===== config.mk =====
export PLATFORM = sky130hd
export DESIGN_NAME = cimgr_top
export DESIGN_NICKNAME = d
export VERILOG_FILES = /design/src/verilog/cimgr_pkg.sv /design/src/verilog/cimgr_busfree_det.sv /design/src/verilog/cimgr_top.sv
export SDC_FILE = /design/constraint.sdc
export NUM_CORES = 1
export LEC_CHECK = 0
export ABC_AREA = 1
export ABC_CLOCK_PERIOD_IN_PS = 2400
export BUFFER_PORTS_ARGS = -buffer_cell sky130_fd_sc_hd__buf_2
export CAP_MARGIN = 15
export CORE_AREA = 2 2 149 181
export CTS_BUF_LIST = sky130_fd_sc_hd__clkbuf_8
export DETAILED_ROUTE_END_ITERATION = 16
export DIE_AREA = 0 0 151 183
export PLACE_DENSITY = 0.7
export SYNTH_ARGS = -nofsm -noshare
export SYNTH_HDL_FRONTEND = slang
export SYNTH_SLANG_ARGS = --single-unit

===== constraint.sdc =====
create_clock -name clk -period 2.4 [get_ports clk]
set_clock_uncertainty 0.2 [all_clocks]
set_input_delay 0.36 -clock clk [delete_from_list [all_inputs] [get_ports clk]]
set_output_delay 0.36 -clock clk [all_outputs]
set_load 0.01 [all_outputs]

===== src/verilog/cimgr_pkg.sv =====
package cimgr_pkg;

   // Control segment map, byte addresses of the CPU register port
   localparam logic [4:0] ADR_CTRL    = 5'h00;
   localparam logic [4:0] ADR_CMD     = 5'h01;
   localparam logic [4:0] ADR_STAT    = 5'h02;
   localparam logic [4:0] ADR_IRQ     = 5'h03;
   localparam logic [4:0] ADR_CFG_LO  = 5'h04;
   localparam logic [4:0] ADR_CFG_HI  = 5'h08;
   localparam logic [4:0] ADR_TXB_LO  = 5'h0A;
   localparam logic [4:0] ADR_TXB_HI  = 5'h13;

   // Control register fields
   localparam int unsigned CR_RR   = 0;
   localparam int unsigned CR_RIE  = 1;
   localparam int unsigned CR_OIE  = 4;
   localparam int unsigned CR_RA   = 5;
   localparam int unsigned CR_SYNC = 6;

   // Command register fields
   localparam int unsigned CMD_TR  = 0;
   localparam int unsigned CMD_AT  = 1;
   localparam int unsigned CMD_RRB = 2;
   localparam int unsigned CMD_COS = 3;
   localparam int unsigned CMD_SLP = 4;
   localparam int unsigned CMD_WSS = 5;
   localparam int unsigned CMD_SW1 = 6;
   localparam int unsigned CMD_SW0 = 7;
   localparam logic [3:0]  CMD_ACTION_READ = 4'hF;

   // Interrupt flag positions (low five bits of the interrupt register)
   localparam int unsigned IR_RI  = 0;
   localparam int unsigned IR_TI  = 1;
   localparam int unsigned IR_EI  = 2;
   localparam int unsigned IR_OI  = 3;
   localparam int unsigned IR_WUI = 4;

   // Counts
   localparam int unsigned BUSFREE_BITS       = 11;
   localparam logic [7:0]  BUSOFF_FREE_COUNT  = 8'h80;
   localparam logic [7:0]  RESET_FREE_COUNT   = 8'h01;
   localparam logic [7:0]  WARN_LIMIT_DEFAULT = 8'h60;
   localparam logic [1:0]  RX_STORES          = 2'h2;

   typedef enum logic [1:0] {ST_HOLD, ST_RECOVER, ST_ONLINE} cimgr_mode_type;

   typedef struct packed {
      logic       bit_tick;
      logic       bit_recessive;
      logic       tx_start;
      logic       tx_done_ok;
      logic       rx_store_start;
      logic       rx_done;
      logic       rx_own;
      logic       rx_active;
      logic       tx_active;
      logic       bus_off_evt;
      logic [7:0] tx_err_cnt;
      logic [7:0] rx_err_cnt;
      logic [3:0] tx_rd_idx;
   } cimgr_bsp_in_type;

   typedef struct packed {
      logic            init_hold;
      logic            tx_request;
      logic            rx_enable;
      logic            overrun_drop;
      logic            err_cnt_clear;
      logic [7:0]      tx_rd_data;
      logic            ref_active;
      logic            sync_both_edges;
      logic [4:0][7:0] cfg;
      logic            input0_switch_on;
      logic            input1_switch_on;
      logic            wake_sense_select;
      logic            sleeping;
   } cimgr_bsp_out_type;

   typedef struct packed {
      logic              ext_s1;
      logic              ext_s2;
      logic [1:0]        dom_s1;
      logic [1:0]        dom_s2;
      cimgr_mode_type    mode;
      logic              cause_busoff;
      logic [7:0]        free_cnt;
      logic              free_restart;
      logic [3:0]        ie;
      logic              sleep_request;
      logic              rx_block;
      logic              pending;
      logic              tx_buffer_released;
      logic              tx_complete_flag;
      logic              rs;
      logic              ts;
      logic              es;
      logic              bs;
      logic              dovr;
      logic              rx_buffer_full;
      logic [1:0]        rx_cnt;
      logic [4:0]        ir;
      logic [9:0][7:0]   txb;
      logic [7:0]        rdata;
      logic              irq;
      cimgr_bsp_out_type out;
   } cimgr_state_type;

   // After the global reset the block behaves as after an external reset
   localparam cimgr_bsp_out_type OUT_RESET = '{
      init_hold: 1'b1, tx_request: 1'b0, rx_enable: 1'b0, overrun_drop: 1'b0,
      err_cnt_clear: 1'b0, tx_rd_data: 8'h00, ref_active: 1'b1,
      sync_both_edges: 1'b0, cfg: 40'h00_0000_0000, input0_switch_on: 1'b1,
      input1_switch_on: 1'b1, wake_sense_select: 1'b0, sleeping: 1'b0};

   localparam cimgr_state_type STATE_RESET = '{
      ext_s1: 1'b0, ext_s2: 1'b0, dom_s1: 2'h0, dom_s2: 2'h0, mode: ST_HOLD,
      cause_busoff: 1'b0, free_cnt: 8'h00, free_restart: 1'b0, ie: 4'h0,
      sleep_request: 1'b0, rx_block: 1'b0, pending: 1'b0, tx_buffer_released: 1'b1, tx_complete_flag: 1'b1,
      rs: 1'b0, ts: 1'b0, es: 1'b0, bs: 1'b0, dovr: 1'b0, rx_buffer_full: 1'b0,
      rx_cnt: 2'h0, ir: 5'h00, txb: 80'h0, rdata: 8'h00, irq: 1'b0,
      out: OUT_RESET};

endpackage


===== src/verilog/cimgr_busfree_det.sv =====
`timescale 1ns/10ps
module cimgr_busfree_det #(
   parameter int unsigned BITS = cimgr_pkg::BUSFREE_BITS
) (
   input  wire logic clk,
   input  wire logic resetn,
   input  wire logic restart,
   input  wire logic bit_tick,
   input  wire logic bit_recessive,
   output logic      busfree
);
   import cimgr_pkg::*;

   typedef struct packed {
      logic [7:0] run;
      logic       hit;
   } cimgr_bf_state_type;

   cimgr_bf_state_type bf_ff;
   cimgr_bf_state_type nxt_bf;

   initial begin
      if (BITS < 1 || BITS > 255) begin
         $error("cimgr_busfree_det: BITS out of range");
      end
   end

   always_comb begin
      nxt_bf     = bf_ff;
      nxt_bf.hit = 1'b0;
      if (restart) begin
         nxt_bf.run = 8'h00;
      end else if (bit_tick) begin
         if (!bit_recessive) begin
            nxt_bf.run = 8'h00;
         end else if (bf_ff.run == 8'(BITS - 1)) begin
            // Restart so each further run of idle bits counts again
            nxt_bf.run = 8'h00;
            nxt_bf.hit = 1'b1;
         end else begin
            nxt_bf.run = bf_ff.run + 8'h01;
         end
      end
   end

   always_ff @(posedge clk or negedge resetn) begin
      if (!resetn) begin
         bf_ff <= '{run: 8'h00, hit: 1'b0};
      end else begin
         bf_ff <= nxt_bf;
      end
   end

   assign busfree = bf_ff.hit;

endmodule // cimgr_busfree_det


===== src/verilog/cimgr_top.sv =====
`timescale 1ns/10ps
// Overview of operation
// - Reset pin or bus-off forces init hold
// - Clearing ignored during reset pin; software rechecks
// - Normal reset release waits one bus-free period
// - Bus-off release waits 128 periods, clears status
// - Config registers 4-8 only under init hold
// - Reference and resync writable only under hold
// - Entering hold clears sleep and request bits, switches on pin
// - Entering hold resets status (not bs, es) and RI/TI/OI flags
// - Command reads: low four bits read one
// - Transmit request starts; zero write cannot cancel
// - Abort cancels unstarted request, releases buffer
// - Buffer release clears full flag, may reset
// - Overrun clear command clears overrun flag
// - Sleep when idle, no interrupt; wake interrupts
// - Bus wake blocks reception until bus-free
// - Wake sense select: single-ended or differential
// - Input switch bits select receive sources
// - Both stores full: overrun, drop message
// - Own accepted message stored silently
// - Transmit buffer writes dropped while locked
// - Request clears complete; success sets it
// - Activity flags and error warning track state
// - Interrupt flags raise irq; read clears them
module cimgr_top #(
   parameter logic [7:0] WARN_LIMIT = cimgr_pkg::WARN_LIMIT_DEFAULT
) (
   input  wire logic                         clk,
   input  wire logic                         resetn,
   input  wire logic                         ext_reset_pin,
   input  wire logic                         dom0_pin,
   input  wire logic                         dom1_pin,
   input  wire logic [4:0]                   cpu_addr,
   input  wire logic                         cpu_wr,
   input  wire logic                         cpu_rd,
   input  wire logic [7:0]                   cpu_wdata,
   output logic [7:0]                        cpu_rdata,
   output logic                              cpu_irq,
   input  wire cimgr_pkg::cimgr_bsp_in_type  bsp_in,
   output cimgr_pkg::cimgr_bsp_out_type      bsp_out
);
   import cimgr_pkg::*;

   cimgr_state_type st_ff;
   cimgr_state_type nxt_st;
   logic            busfree;
   logic            ext;
   logic            wr_ctrl;
   logic            wr_cmd;
   logic            rd_irq;
   logic            enter_hold;
   logic            activity;
   logic            es_now;
   logic [7:0]      need;
   logic [4:0]      ir_set;

   initial begin
      if (WARN_LIMIT == 8'h00) begin
         $error("cimgr_top: WARN_LIMIT must be nonzero");
      end
   end

   cimgr_busfree_det #(
      .BITS          (BUSFREE_BITS)
   ) u_busfree (
      .clk           (clk),
      .resetn        (resetn),
      .restart       (st_ff.free_restart),
      .bit_tick      (bsp_in.bit_tick),
      .bit_recessive (bsp_in.bit_recessive),
      .busfree       (busfree)
   );

   always_comb begin
      nxt_st = st_ff;
      nxt_st.out.err_cnt_clear = 1'b0;
      nxt_st.free_restart      = 1'b0;
      ir_set = 5'h00;
      // Pin synchronisers; only the second stage is read below
      nxt_st.ext_s1 = ext_reset_pin;
      nxt_st.ext_s2 = st_ff.ext_s1;
      nxt_st.dom_s1 = {dom1_pin, dom0_pin};
      nxt_st.dom_s2 = st_ff.dom_s1;
      ext     = st_ff.ext_s2;
      wr_ctrl = cpu_wr && (cpu_addr == ADR_CTRL);
      wr_cmd  = cpu_wr && (cpu_addr == ADR_CMD);
      rd_irq  = cpu_rd && (cpu_addr == ADR_IRQ);
      es_now  = (bsp_in.tx_err_cnt >= WARN_LIMIT) || (bsp_in.rx_err_cnt >= WARN_LIMIT);
      need    = st_ff.cause_busoff ? BUSOFF_FREE_COUNT : RESET_FREE_COUNT;
      // Wake comparison follows the selected sense mode
      activity = st_ff.out.wake_sense_select ? (|st_ff.dom_s2) : (&st_ff.dom_s2);

      if (wr_ctrl) begin
         nxt_st.ie = cpu_wdata[CR_OIE:CR_RIE];
         if (st_ff.out.init_hold) begin
            // Still writable in the very write that drops the hold
            nxt_st.out.ref_active      = cpu_wdata[CR_RA];
            nxt_st.out.sync_both_edges = cpu_wdata[CR_SYNC];
         end
         nxt_st.out.init_hold = cpu_wdata[CR_RR] | ext;
      end

      if (wr_cmd) begin
         if (cpu_wdata[CMD_TR] && st_ff.tx_buffer_released && !st_ff.out.init_hold) begin
            nxt_st.pending = 1'b1;
            nxt_st.tx_buffer_released     = 1'b0;
            nxt_st.tx_complete_flag     = 1'b0;
         end
         if (cpu_wdata[CMD_AT] && st_ff.pending && !bsp_in.tx_start) begin
            nxt_st.pending = 1'b0;
            nxt_st.tx_buffer_released     = 1'b1;
            ir_set[IR_TI]  = st_ff.ie[IR_TI];
         end
         if (cpu_wdata[CMD_RRB] && st_ff.rx_cnt != 2'h0) begin
            nxt_st.rx_cnt = st_ff.rx_cnt - 2'h1;
            // A second held message is handed over at once
            nxt_st.rx_buffer_full    = (st_ff.rx_cnt == RX_STORES);
         end
         if (cpu_wdata[CMD_COS]) begin
            nxt_st.dovr = 1'b0;
         end
         nxt_st.sleep_request         = cpu_wdata[CMD_SLP];
         nxt_st.out.wake_sense_select = cpu_wdata[CMD_WSS];
         if (cpu_wdata[CMD_SW0] || cpu_wdata[CMD_SW1]) begin
            nxt_st.out.input0_switch_on = cpu_wdata[CMD_SW0];
            nxt_st.out.input1_switch_on = cpu_wdata[CMD_SW1];
         end
         if (!cpu_wdata[CMD_SLP] && st_ff.out.sleeping) begin
            nxt_st.out.sleeping = 1'b0;
            ir_set[IR_WUI]      = 1'b1;
         end
      end

      // Transmit path handshake with the bit-stream processor
      if (bsp_in.tx_start && st_ff.pending) begin
         nxt_st.pending = 1'b0;
      end
      if (bsp_in.tx_done_ok) begin
         nxt_st.tx_buffer_released    = 1'b1;
         nxt_st.tx_complete_flag    = 1'b1;
         ir_set[IR_TI] = st_ff.ie[IR_TI];
      end

      // Receive store allocation
      if (bsp_in.rx_store_start) begin
         if (nxt_st.rx_cnt == RX_STORES) begin
            nxt_st.dovr             = 1'b1;
            nxt_st.out.overrun_drop = 1'b1;
            ir_set[IR_OI]           = st_ff.ie[IR_OI];
         end else begin
            nxt_st.out.overrun_drop = 1'b0;
         end
      end
      if (bsp_in.rx_done && !st_ff.out.overrun_drop && nxt_st.rx_cnt != RX_STORES) begin
         nxt_st.rx_cnt = nxt_st.rx_cnt + 2'h1;
         if (!bsp_in.rx_own) begin
            nxt_st.rx_buffer_full    = 1'b1;
            ir_set[IR_RI] = st_ff.ie[IR_RI];
         end
      end

      // Status tracking
      nxt_st.rs = bsp_in.rx_active;
      nxt_st.ts = bsp_in.tx_active;
      if (st_ff.mode == ST_ONLINE) begin
         nxt_st.es = es_now;
      end
      if (bsp_in.bus_off_evt) begin
         nxt_st.bs = 1'b1;
         nxt_st.out.init_hold = 1'b1;
      end

      // Sleep entry and bus wake
      if (st_ff.sleep_request && !st_ff.out.sleeping && st_ff.mode == ST_ONLINE
          && !bsp_in.rx_active && !bsp_in.tx_active && !st_ff.irq) begin
         nxt_st.out.sleeping = 1'b1;
      end
      if (st_ff.out.sleeping && activity) begin
         nxt_st.out.sleeping = 1'b0;
         nxt_st.sleep_request = 1'b0;
         nxt_st.rx_block     = 1'b1;
         ir_set[IR_WUI]      = 1'b1;
      end
      if (busfree && !(st_ff.out.sleeping && activity)) begin
         nxt_st.rx_block = 1'b0;
      end

      // Interrupt register: read clears, a new event in that cycle survives
      if (rd_irq) begin
         nxt_st.ir = 5'h00;
      end
      if (nxt_st.es != st_ff.es || nxt_st.bs != st_ff.bs) begin
         ir_set[IR_EI] = st_ff.ie[IR_EI];
      end
      nxt_st.ir = nxt_st.ir | ir_set;

      // Entering hold, or holding the reset pin
      if (ext) begin
         nxt_st.out.init_hold = 1'b1;
      end
      enter_hold = nxt_st.out.init_hold && !st_ff.out.init_hold;
      if (enter_hold || ext) begin
         nxt_st.cause_busoff     = bsp_in.bus_off_evt && !ext;
         nxt_st.sleep_request    = 1'b0;
         nxt_st.out.sleeping     = 1'b0;
         nxt_st.pending          = 1'b0;
         nxt_st.rx_cnt           = 2'h0;
         nxt_st.out.overrun_drop = 1'b0;
         nxt_st.rs               = 1'b0;
         nxt_st.ts               = 1'b0;
         nxt_st.dovr             = 1'b0;
         nxt_st.rx_buffer_full              = 1'b0;
         nxt_st.tx_complete_flag              = 1'b1;
         nxt_st.tx_buffer_released              = 1'b1;
         nxt_st.ir[IR_OI]        = 1'b0;
         nxt_st.ir[IR_TI]        = 1'b0;
         nxt_st.ir[IR_RI]        = 1'b0;
      end
      if (ext) begin
         nxt_st.out.ref_active       = 1'b1;
         nxt_st.out.input0_switch_on = 1'b1;
         nxt_st.out.input1_switch_on = 1'b1;
         nxt_st.bs                   = 1'b0;
         nxt_st.es                   = 1'b0;
      end

      // Rejoin sequence after the hold is dropped
      case (st_ff.mode)
         ST_HOLD: begin
            if (!nxt_st.out.init_hold) begin
               nxt_st.mode         = ST_RECOVER;
               nxt_st.free_cnt     = 8'h00;
               nxt_st.free_restart = 1'b1;
            end
         end
         ST_RECOVER: begin
            if (busfree) begin
               if (st_ff.free_cnt + 8'h01 == need) begin
                  nxt_st.mode = ST_ONLINE;
                  if (st_ff.cause_busoff) begin
                     nxt_st.bs                = 1'b0;
                     nxt_st.es                = 1'b0;
                     nxt_st.out.err_cnt_clear = 1'b1;
                     nxt_st.cause_busoff      = 1'b0;
                  end
               end else begin
                  nxt_st.free_cnt = st_ff.free_cnt + 8'h01;
               end
            end
         end
         default: begin
         end
      endcase
      if (nxt_st.out.init_hold) begin
         nxt_st.mode = ST_HOLD;
      end

      // Register read port, data one cycle after the strobe
      if (cpu_rd) begin
         if (cpu_addr == ADR_CTRL) begin
            nxt_st.rdata = {1'b0, st_ff.out.sync_both_edges, st_ff.out.ref_active,
                            st_ff.ie, st_ff.out.init_hold};
         end else if (cpu_addr == ADR_CMD) begin
            nxt_st.rdata = {st_ff.out.input0_switch_on, st_ff.out.input1_switch_on,
                            st_ff.out.wake_sense_select, st_ff.out.sleeping,
                            CMD_ACTION_READ};
         end else if (cpu_addr == ADR_STAT) begin
            nxt_st.rdata = {st_ff.bs, st_ff.es, st_ff.ts, st_ff.rs,
                            st_ff.tx_complete_flag, st_ff.tx_buffer_released, st_ff.dovr, st_ff.rx_buffer_full};
         end else if (cpu_addr == ADR_IRQ) begin
            nxt_st.rdata = {3'h0, st_ff.ir};
         end else if (cpu_addr >= ADR_CFG_LO && cpu_addr <= ADR_CFG_HI) begin
            nxt_st.rdata = st_ff.out.init_hold ?
                           st_ff.out.cfg[3'(cpu_addr - ADR_CFG_LO)] : 8'h00;
         end else if (cpu_addr >= ADR_TXB_LO && cpu_addr <= ADR_TXB_HI) begin
            nxt_st.rdata = st_ff.txb[4'(cpu_addr - ADR_TXB_LO)];
         end else begin
            nxt_st.rdata = 8'h00;
         end
      end

      if (cpu_wr && cpu_addr >= ADR_CFG_LO && cpu_addr <= ADR_CFG_HI
          && st_ff.out.init_hold) begin
         nxt_st.out.cfg[3'(cpu_addr - ADR_CFG_LO)] = cpu_wdata;
      end
      // Locked buffer drops the byte with no error indication
      if (cpu_wr && cpu_addr >= ADR_TXB_LO && cpu_addr <= ADR_TXB_HI && st_ff.tx_buffer_released) begin
         nxt_st.txb[4'(cpu_addr - ADR_TXB_LO)] = cpu_wdata;
      end
      nxt_st.out.tx_rd_data = (bsp_in.tx_rd_idx <= 4'h9) ? st_ff.txb[bsp_in.tx_rd_idx] : 8'h00;

      nxt_st.out.tx_request = nxt_st.pending;
      nxt_st.out.rx_enable  = (nxt_st.mode == ST_ONLINE) && !nxt_st.rx_block
                              && !nxt_st.out.sleeping;
      nxt_st.irq            = |nxt_st.ir;
   end

   always_ff @(posedge clk or negedge resetn) begin
      if (!resetn) begin
         st_ff <= STATE_RESET;
      end else begin
         st_ff <= nxt_st;
      end
   end

   assign cpu_rdata = st_ff.rdata;
   assign cpu_irq   = st_ff.irq;
   assign bsp_out   = st_ff.out;
endmodule // cimgr_top

* Yosys cells after proc, flatten, opt, wreduce, memory -nomap -nowiden
Cells that the tools add are included.
** Storage, ports and cells
- Register bits after elaboration :: 196
- Bits of input ports :: 50
- Output and inout port bits :: 68
- Logic and storage cells :: 262
** Cells by class
- $add $sub $neg :: 6
- Order comparisons :: 12
- Equal/unequal tests :: 16
- Muxes and demuxes :: 99
- Bitwise gates (word level) :: 2
- Reductions and logical operators :: 75
** Operator list (number)
- $mux 8 :: 18
- $bwmux 80 :: 1
- $bmux 8 s4 :: 2
- $mux 1 :: 45
- $bwmux 40 :: 1
- $logic_and 1x1->1 :: 33
- $demux 8 s4 :: 1
- $mux 2 :: 14
- $bmux 8 s3 :: 1
- $demux 8 s3 :: 1
- $mux 9 :: 2
- $add 8x1->8 const B :: 2
- $ge 8x7->1 const B :: 2
- $pmux 8 s2 :: 1
- $reduce_bool 2->1 :: 8
- $mux 3 :: 5
- $reduce_and 2->1 :: 7
- $logic_not 1->1 :: 12
- $mux 4 :: 3
- $reduce_bool 3->1 :: 4
- $mux 11 :: 1
- $eq 5x2->1 const B :: 2
- $lt 4x5->1 const B :: 2
- $mux 5 :: 2
- 30 further kinds :: 40

* Longest topological paths before layout
Gate-level depths: netlist of the first run.
- Depth in word-level cells :: 16
- Depth in mapped cells :: 19
- Depth with buffers taken out :: 18

* Modules after synthesis
Synthesis of the first run repeated with hierarchy kept, for this count alone.
** Second synthesis, totals
- Cell total of the unflattened synthesis :: 1369
- Area total of the unflattened synthesis :: 10438.8 sq um
** By module, submodules not included
- cimgr_top :: times used 1, cells an instance 1302, area each 9914.5 sq um, seq. area each 4687.0 sq um
- cimgr_busfree_det :: times used 1, cells an instance 67, area each 524.3 sq um, seq. area each 225.2 sq um

* Least setup slack after synthesis of the first run
No wires, ideal clock.
- Kind :: input to register
- From :: input cpu_addr[2]
- To :: register st_ff (netlist bit cpu_irq)
- Setup time :: 0.069 ns
- Arrival time :: 2.601 ns
- Data required time :: 2.131 ns
- Path slack :: -0.470 ns
- Stages on the path :: 18
- Path buffers :: 1
- Path through :: buf_2 > nor2_1 > nand2_1 > nor2_1 > nand2_1 > inv_1 > nand2_1 > a21oi_1 > inv_1 > ha_1 > inv_1 > nand3b_1 > nor2_1 > a22oi_1 > or2_2 > nand2_1 > inv_1 > nand3_1
** RTL lines
- start, declared :: line cimgr_top.sv:34 : input wire logic [4:0] cpu_addr,
- end signal, assigned :: line cimgr_top.sv:303 : st_ff <= nxt_st;
- end, declared :: line cimgr_top.sv:45 : cimgr_state_type st_ff;

==> qor.csv, run 1 <==
stage,metric,value,unit
status,status,completed,
grt,grt_overflow_total,0,
synthesis,ys_warn_count,0,
grt,met1_usage,29.40,%
cts,ctsLongestPathBuffers,2,
cts,cts_sinks,196,
sta,maxSlewHeadroom,52.38,%
grt,grt_max_degree,78,
routing,viasPerCell,5.164,
grt,grt_pass1_vias,8832,
sta,fin_crit_sh,93.39,%
hold_path,min_to,cpu_rdata[3],
grt,grt.busiest_layer,met2,
cts,cts-buffers-inserted,17,
finish,area_growth,15.95,%
critical_path,worstReg2RegEnd,cpu_irq,
floorplan,die_y,183,um
finish,drive_gt1_share,17.08,%
floorplan,die-area,0.02763,mm2
cts,cts_tree,done,
synthesis,syn_area_per_cell,7.686,um2
sta,fin_setup_tns,0,ps
critical_path,r2r_setup_slack,160,ps
routing,drtPass1Iterations,5,
synthesis,ys_types,35,
synthesis,ys_seq_elements,196,
routing,ant_nets,0,
finish,num-fill-cells,2576,
critical_path,critical_path_required,2620,ps
critical_path,r2r_cells,15,
routing,route.detailed.drc,0,
sta,setup_slack,158.7,ps
floorplan,start_util,39.55,%
placed_design,place_hpwl,22080,um
pwr,p_per_area,719.7,mW/mm2
flow_run,max-cap-violations,0,
hold_path,hp-start,cpu_rd,
finish,regArea,0.004912,mm2
critical_path,path_cells,"inv_1, ha_1, nor2_2, nand2_4, a21oi_2, inv_1, ha_2, inv_1, nand3b_1, nor2_2, a22oi_1, or2_4, nand2_1, inv_1, nand3_1",
cts,clockRootBuffer,clkbuf_8,
critical_path,criticalPathCategory,register to register,
grt,grt_pass1_wl,47490,um
critical_path,crit_family,simple AND/OR/NAND/NOR gates,
cts,post-cts-setup-buffers,0,
critical_path,end_kind,register,
floorplan,io_pins,118,
pwr,p_leak,6.045,nW
floorplan,core_area,0.02586,mm2
grt,antenna_found_initial,1,
routing,drt-total-wl,30270,um
sta,hold_viol,0,
cts,h-tree-depth,4,
sta,slew_viol_final,0,
routing,dr_total_vias,9228,
routing,initialDrtViolationCount,676,
synthesis,synth_nets,1392,
finish,diodes,0,
sta,setup_viol,0,
finish,postLayoutCoreUtil,45.86,%
floorplan,die_x,151,um
floorplan,rows,65,
cts,clock_latency,480,ps
critical_path,critPathMaxFanout,4,
critical_path,worst-path-stages,15,
critical_path,path_common_cell,inv_1,
finish,multi_input_area,0.004224,mm2
grt,gr-usage-met3,3.930,%
finish,layout.nets,1500,
hold_path,hold_class,input port to register,
critical_path,r2r-start,st_ff[153],
critical_path,crit_buf_inv,4,
critical_path,worst_path_max_delay_cell,dfrtp_1,
sta,rsz0062_at_grt,no,
sta,max_slew.worst_pin.slew,713.5,ps
critical_path,slowest_delay,350,ps
placed_design,routabilityCongestion,0.9667,
placed_design,dp_slack,-124.2,ps
critical_path,cp-start-kind,register,
synthesis,synth_area,0.01023,mm2
placed_design,dpl_cell_area,0.01126,mm2
sta,max_freq,446.2,MHz
grt,track_usage,22.54,%
finish,final_area,0.01186,mm2
critical_path,critPathArrivalTime,2460,ps
pwr,vdd_ir_drop_max,358.0,uV
sta,min_period,2241,ps
synthesis,yosysSeqAreaShare,48.02,%
grt,grt_use_met2,37.71,%
placed_design,port_buffers,107,
routing,wl_per_cell,16.94,um
cts,clk_pin_slew,100,ps
hold_path,holdPathStages,5,
synthesis,netlist_instances,1331,
per-layer routing:
| metal | vias to the layer above | share of wire (%) |
|---|---|---|
| li1 | 4453 | - |
| met1 | 4367 | 42 |
| met2 | 363 | 49 |
| met3 | 45 | 6.2 |
| met4 | 0 | 2.3 |
| met5 | - | 0 |
cells by family after synthesis:
group,after synthesis,share of synthesized area (%)
AO/OA/AOI/OAI,273,14.62
buffers and inverters,235,11.24
adder cells (fa/ha/maj),11,1.345
XOR/XNOR,7,0.5993
AND/OR/NAND/NOR,609,24.18
flip-flops,196,48.02
final cells by class:
cell class | instances | share of cell area [%]
tap | 335 | 3.534
multi-input combinational | 900 | 35.61
sequential | 196 | 41.41
timing repair buffer | 204 | 11.76
inverter | 120 | 3.819
clock buffer | 19 | 2.205
clock inverter | 13 | 1.656
layout by cell type, fill, tap and decap left out, types with 4 or more instances in the layout:
cell and instances:
o21ai_0 187, buf_2 106, a221oi_1 10, nor3_1 8, dfrtp_1 190, dfstp_2 6
xor2_1 6, o211ai_1 4, inv_1 120, clkbuf_8 20, nand2_1 406, buf_4 76
nor2_1 105, ha_1 10, a22oi_1 11, dlygate4sd3_1 14, nand3_1 48, inv_6 4
a21oi_1 36, nand4_1 18, bufinv_16 4, o22ai_1 13, nand3b_1 6, buf_12 7
metrics by stage:
| stage | power (mW) | hold WS (ps) | cells |
|---|---|---|---|
| 2_1_floorplan | 5.508 | -135.6 | 1331 |
| 3_3_place_gp | 6.055 | 34.06 | 1741 |
| 3_5_place_dp | 6.131 | 32.97 | 1741 |
| 4_1_cts | 8.583 | 20.95 | 1787 |
| 5_1_grt | 9.069 | 16.33 | 1787 |
| 6_report | 8.536 | 49.03 | 1787 |
cell usage after synthesis:
| library cell | count | share of area [%] |
|---|---|---|
| nand3_1 | 48 | 2.3 |
| nand2_2 | 1 | 0.061 |
| o21bai_1 | 1 | 0.073 |
| inv_1 | 120 | 4.4 |
| nor2_1 | 109 | 4.0 |
| nor3_4 | 2 | 0.32 |
| and2_1 | 1 | 0.061 |
| a22oi_1 | 11 | 0.81 |
| ha_1 | 11 | 1.3 |
| nand3b_1 | 6 | 0.44 |
| a31oi_1 | 1 | 0.061 |
| o2111ai_1 | 3 | 0.26 |
| o22ai_1 | 13 | 0.80 |
| o221ai_1 | 2 | 0.17 |
| buf_2 | 13 | 0.64 |
| a21oi_1 | 37 | 1.8 |
| nand2_1 | 410 | 15 |
| a221oi_1 | 10 | 0.86 |
| nand4_1 | 18 | 1.1 |
| o21ai_0 | 187 | 9.1 |
| clkbuf_1 | 35 | 1.3 |
| buf_4 | 67 | 4.9 |
| o21a_1 | 1 | 0.073 |
| o32ai_1 | 1 | 0.086 |
| xor2_1 | 7 | 0.60 |
| nor3_1 | 8 | 0.39 |
| dfrtp_1 | 190 | 46 |
| o211ai_1 | 4 | 0.29 |
| o21bai_2 | 1 | 0.11 |
| a21boi_0 | 1 | 0.073 |
| and3_1 | 1 | 0.061 |
| or2_2 | 3 | 0.18 |
| dfstp_2 | 6 | 1.5 |
| nor2_2 | 1 | 0.061 |
| nor2_4 | 1 | 0.11 |
timing repair:
item / CTS / global route
endpoints found under the setup margin: 0 / 1
endpoints found under the hold margin: 205 / 0
hold buffers: 14 / 0
gates resized for setup: 0 / 2
worst register-to-register path, delay by kind of cell (launching register included):
family,cells,cell delay [ps]
flops,1,350
simple gates,7,830
buf+inv,4,210
compound gates,2,240
fa+ha+maj,2,380
power breakdown:
| part | total (mW) | internal (mW) | switching [mW] |
|---|---|---|---|
| combinational | 1.78 | 0.710 | 1.07 |
| clock | 2.44 | 1.21 | 1.23 |
| sequential | 4.32 | 3.86 | 0.463 |
| total | 8.54 | 5.78 | 2.76 |
worst max path at each step:
stage / end / start
after global placement: cpu_irq / cpu_addr[3]
after global routing: cpu_irq / st_ff[153]
after CTS: cpu_irq / st_ff[153]
after detailed placement: cpu_irq / cpu_addr[3]
final: cpu_irq / st_ff[153]
after floorplan: cpu_irq / cpu_addr[2]
flip-flops by register name, summed over array words and instances (netlist names):
register,cells
bsp_out,59
cpu_irq,1
cpu_rdata,8
ext,1
nxt_st,3
st_ff,115
u_busfree.bf_ff,8
u_busfree.busfree,1
Note: power is estimated with default switching activity, not from simulation.
==> inputs of run 2 (changes only) <==
- ABC_AREA: 1 -> unset
- CORE_AREA: 2 2 149 181 -> 2 2 152 183
- DIE_AREA: 0 0 151 183 -> 0 0 154 185
==> run 2 against run 1 <==
  * The run now ends with setup timing left
  * Synthesized area is 3.1% higher
  * Critical path depth is 5 lower
  * Die area up 3.1%
  * Largest cell class is now multi-input combinational cells
  * Largest power group unchanged
==> qor.csv, run 2 <==
stage,metric,value,unit
finish,layout_common_cells,"dfrtp_1, mux2_2, buf_2",
cts,ctsLongestPathBuffers,2,
synthesis,synth_common_cells,"dfrtp_1, mux2_2, buf_4",
routing,initialDrtViolationCount,650,
sta,hold_viol,0,
pwr,fin_total_pwr,8.295,mW
placed_design,port_buffers,107,
placed_design,dpl_cell_area,0.01170,mm2
synthesis,synth_most_common_cell,dfrtp_1,
cts,cts_sinks,196,
sta,maxSlewHeadroom,60.35,%
finish,largest_register_ffs,115,
sta,holdWs,23.24,ps
synthesis,ys.flop_type,dfrtp_1,
cts,clock_latency,480,ps
synthesis,synth-edff-count,0,
grt,antenna_found_initial,1,
routing,drtPass1Iterations,7,
placed_design,place_inst,1328,
synthesis,ys_seq_elements,196,
cts,cts_tree,done,
critical_path,critical_path_required,2560,ps
synthesis,synthTopCellsByArea,"dfrtp_1, mux2_2, mux4_2",
finish,finalNonFillerCells,1377,
routing,viasPerCell,5.605,
grt,grt_pass1_vias,7711,
routing,route.detailed.drc,0,
critical_path,slowest_delay,410,ps
floorplan,core_area,0.02684,mm2
critical_path,crit_family,simple AND/OR/NAND/NOR gates,
synthesis,netlist_instances,903,
synthesis,yosysTopAreaCell,dfrtp_1,
status,status,finished with violations,
routing,drt-total-wl,28960,um
cts,cts-buffers-inserted,17,
finish,diodes,0,
synthesis,async_flop_share,100.0,%
sta,max_slew.worst_pin.slew,592.6,ps
synthesis,netlist.area_leader.share,45.07,%
grt,track_usage,20.51,%
finish,drive_gt1_share,42.91,%
cts,h-tree-depth,4,
critical_path,path_common_cell,ha_2,
cts,clockRootBuffer,clkbuf_8,
critical_path,worst_path_max_delay_cell,or4_1,
routing,wl_per_cell,21.03,um
sta,fin_crit_sh,101.0,%
floorplan,rows,66,
critical_path,end_kind,register,
finish,final_area,0.01231,mm2
finish,area_growth,16.67,%
critical_path,path_cells,"inv_2, ha_2, nand3b_1, xnor2_2, ha_2, nor3b_2, nand2b_1, a2bb2oi_2, a21oi_1, or4_1",
critical_path,critPathMaxFanout,4,
critical_path,r2r_setup_slack,-20,ps
sta,slew_viol_final,0,
hold_path,hold_class,input port to register,
routing,dr_total_vias,7718,
grt,grt_overflow_total,0,
synthesis,ys_types,75,
placed_design,dp_slack,-459.8,ps
critical_path,critPathArrivalTime,2590,ps
floorplan,die-area,0.02849,mm2
synthesis,synth_nets,964,
critical_path,criticalPathCategory,register to register,
sta,min_period,2424,ps
floorplan,start_util,39.31,%
floorplan,die_x,154,um
sta,max_freq,412.6,MHz
pwr,p_leak,5.709,nW
finish,postLayoutCoreUtil,45.86,%
synthesis,syn_area_per_cell,11.68,um2
finish,layout.nets,1085,
finish,largest_register,st_ff,
flow_run,max-cap-violations,0,
floorplan,die_y,185,um
placed_design,place_hpwl,21150,um
sta,rsz0062_at_grt,yes,
cts,clk_pin_slew,100,ps
sta,setup_viol,1,
status,violations,setup timing,
pwr,vdd_ir_drop_max,344.5,uV
sta,fin_setup_tns,-23.59,ps
placed_design,routabilityCongestion,0.9620,
critical_path,crit_buf_inv,1,
finish,layout_commonest_cell,dfrtp_1,
sta,setup_slack,-23.59,ps
grt,grt_pass1_wl,44740,um
grt,grt_max_degree,57,
synthesis,synth_area,0.01055,mm2
pwr,p_per_area,673.9,mW/mm2
synthesis,yosysSeqAreaShare,46.56,%
floorplan,io_pins,118,
critical_path,cp-start-kind,register,
synthesis,ys_warn_count,0,
routing,ant_nets,0,
-- run 2: where the power goes --
part	total [mW]	internal [mW]	switching, mW
clock	2.26	1.05	1.21
combinational	1.85	0.965	0.884
sequential	4.19	3.77	0.410
-- run 2: area by class of cell --
cell class	instances	area [um2]
Clock buffer	18	247.7
Clock inverter	14	158.9
Fill cell	2402	14530
Inverter	19	71.32
Multi-Input combinational cell	573	4951
Sequential cell	196	4912
Tap cell	340	425.4
Timing Repair Buffer	217	1543
-- run 2: worst paths after layout --
kind | start | end | cells after the start
setup / recovery | st_ff[153] | cpu_irq | 10
max in group asynchronous | resetn | bsp_out[45] | 3
hold reg to reg | nxt_st[183] | st_ff[183] | 0
min in group asynchronous | resetn | st_ff[115] | 2
hold / removal | bsp_in[23] | st_ff[155] | 3
setup reg to reg | st_ff[153] | cpu_irq | 10
-- run 2: repair_timing --
action | in CTS | in global routing
hold endpoints to repair | 181 | 0
buffers inserted | 2 | 2
gates resized for setup | 3 | 5
setup endpoints to repair | 1 | 13
pin swaps | 3 | 2
hold buffers | 13 | 0
-- run 2: cell families after synthesis --
logic type	count (synthesis)	share of synthesized area, %
muxes	198	24.06
and+or+nand+nor	206	10.57
adders and majority gates	12	1.399
DFF	196	46.56
AOI/OAI and AO/OA	151	9.310
buffers and inverters	134	7.531
xor gates and xnor gates	6	0.5694
-- run 2: worst register-to-register path, stage by stage, from the launching register on --
cell and delay (ps):
dfrtp_1 360, inv_2 40, ha_2 160, nand3b_1 260, xnor2_2 220, ha_2 240, nor3b_2 60, nand2b_1 110
a2bb2oi_2 170, a21oi_1 70, or4_1 410
-- run 2: layer usage --
metal / vias to the layer above / track usage [%] / part of all wire (%)
li1: 3468 / - / -
met1: 3895 / 26.02 / 42
met2: 291 / 34.57 / 49
met3: 62 / 3.931 / 5.7
met4: 2 / 8.449 / 3.2
met5: - / 0 / 0.038
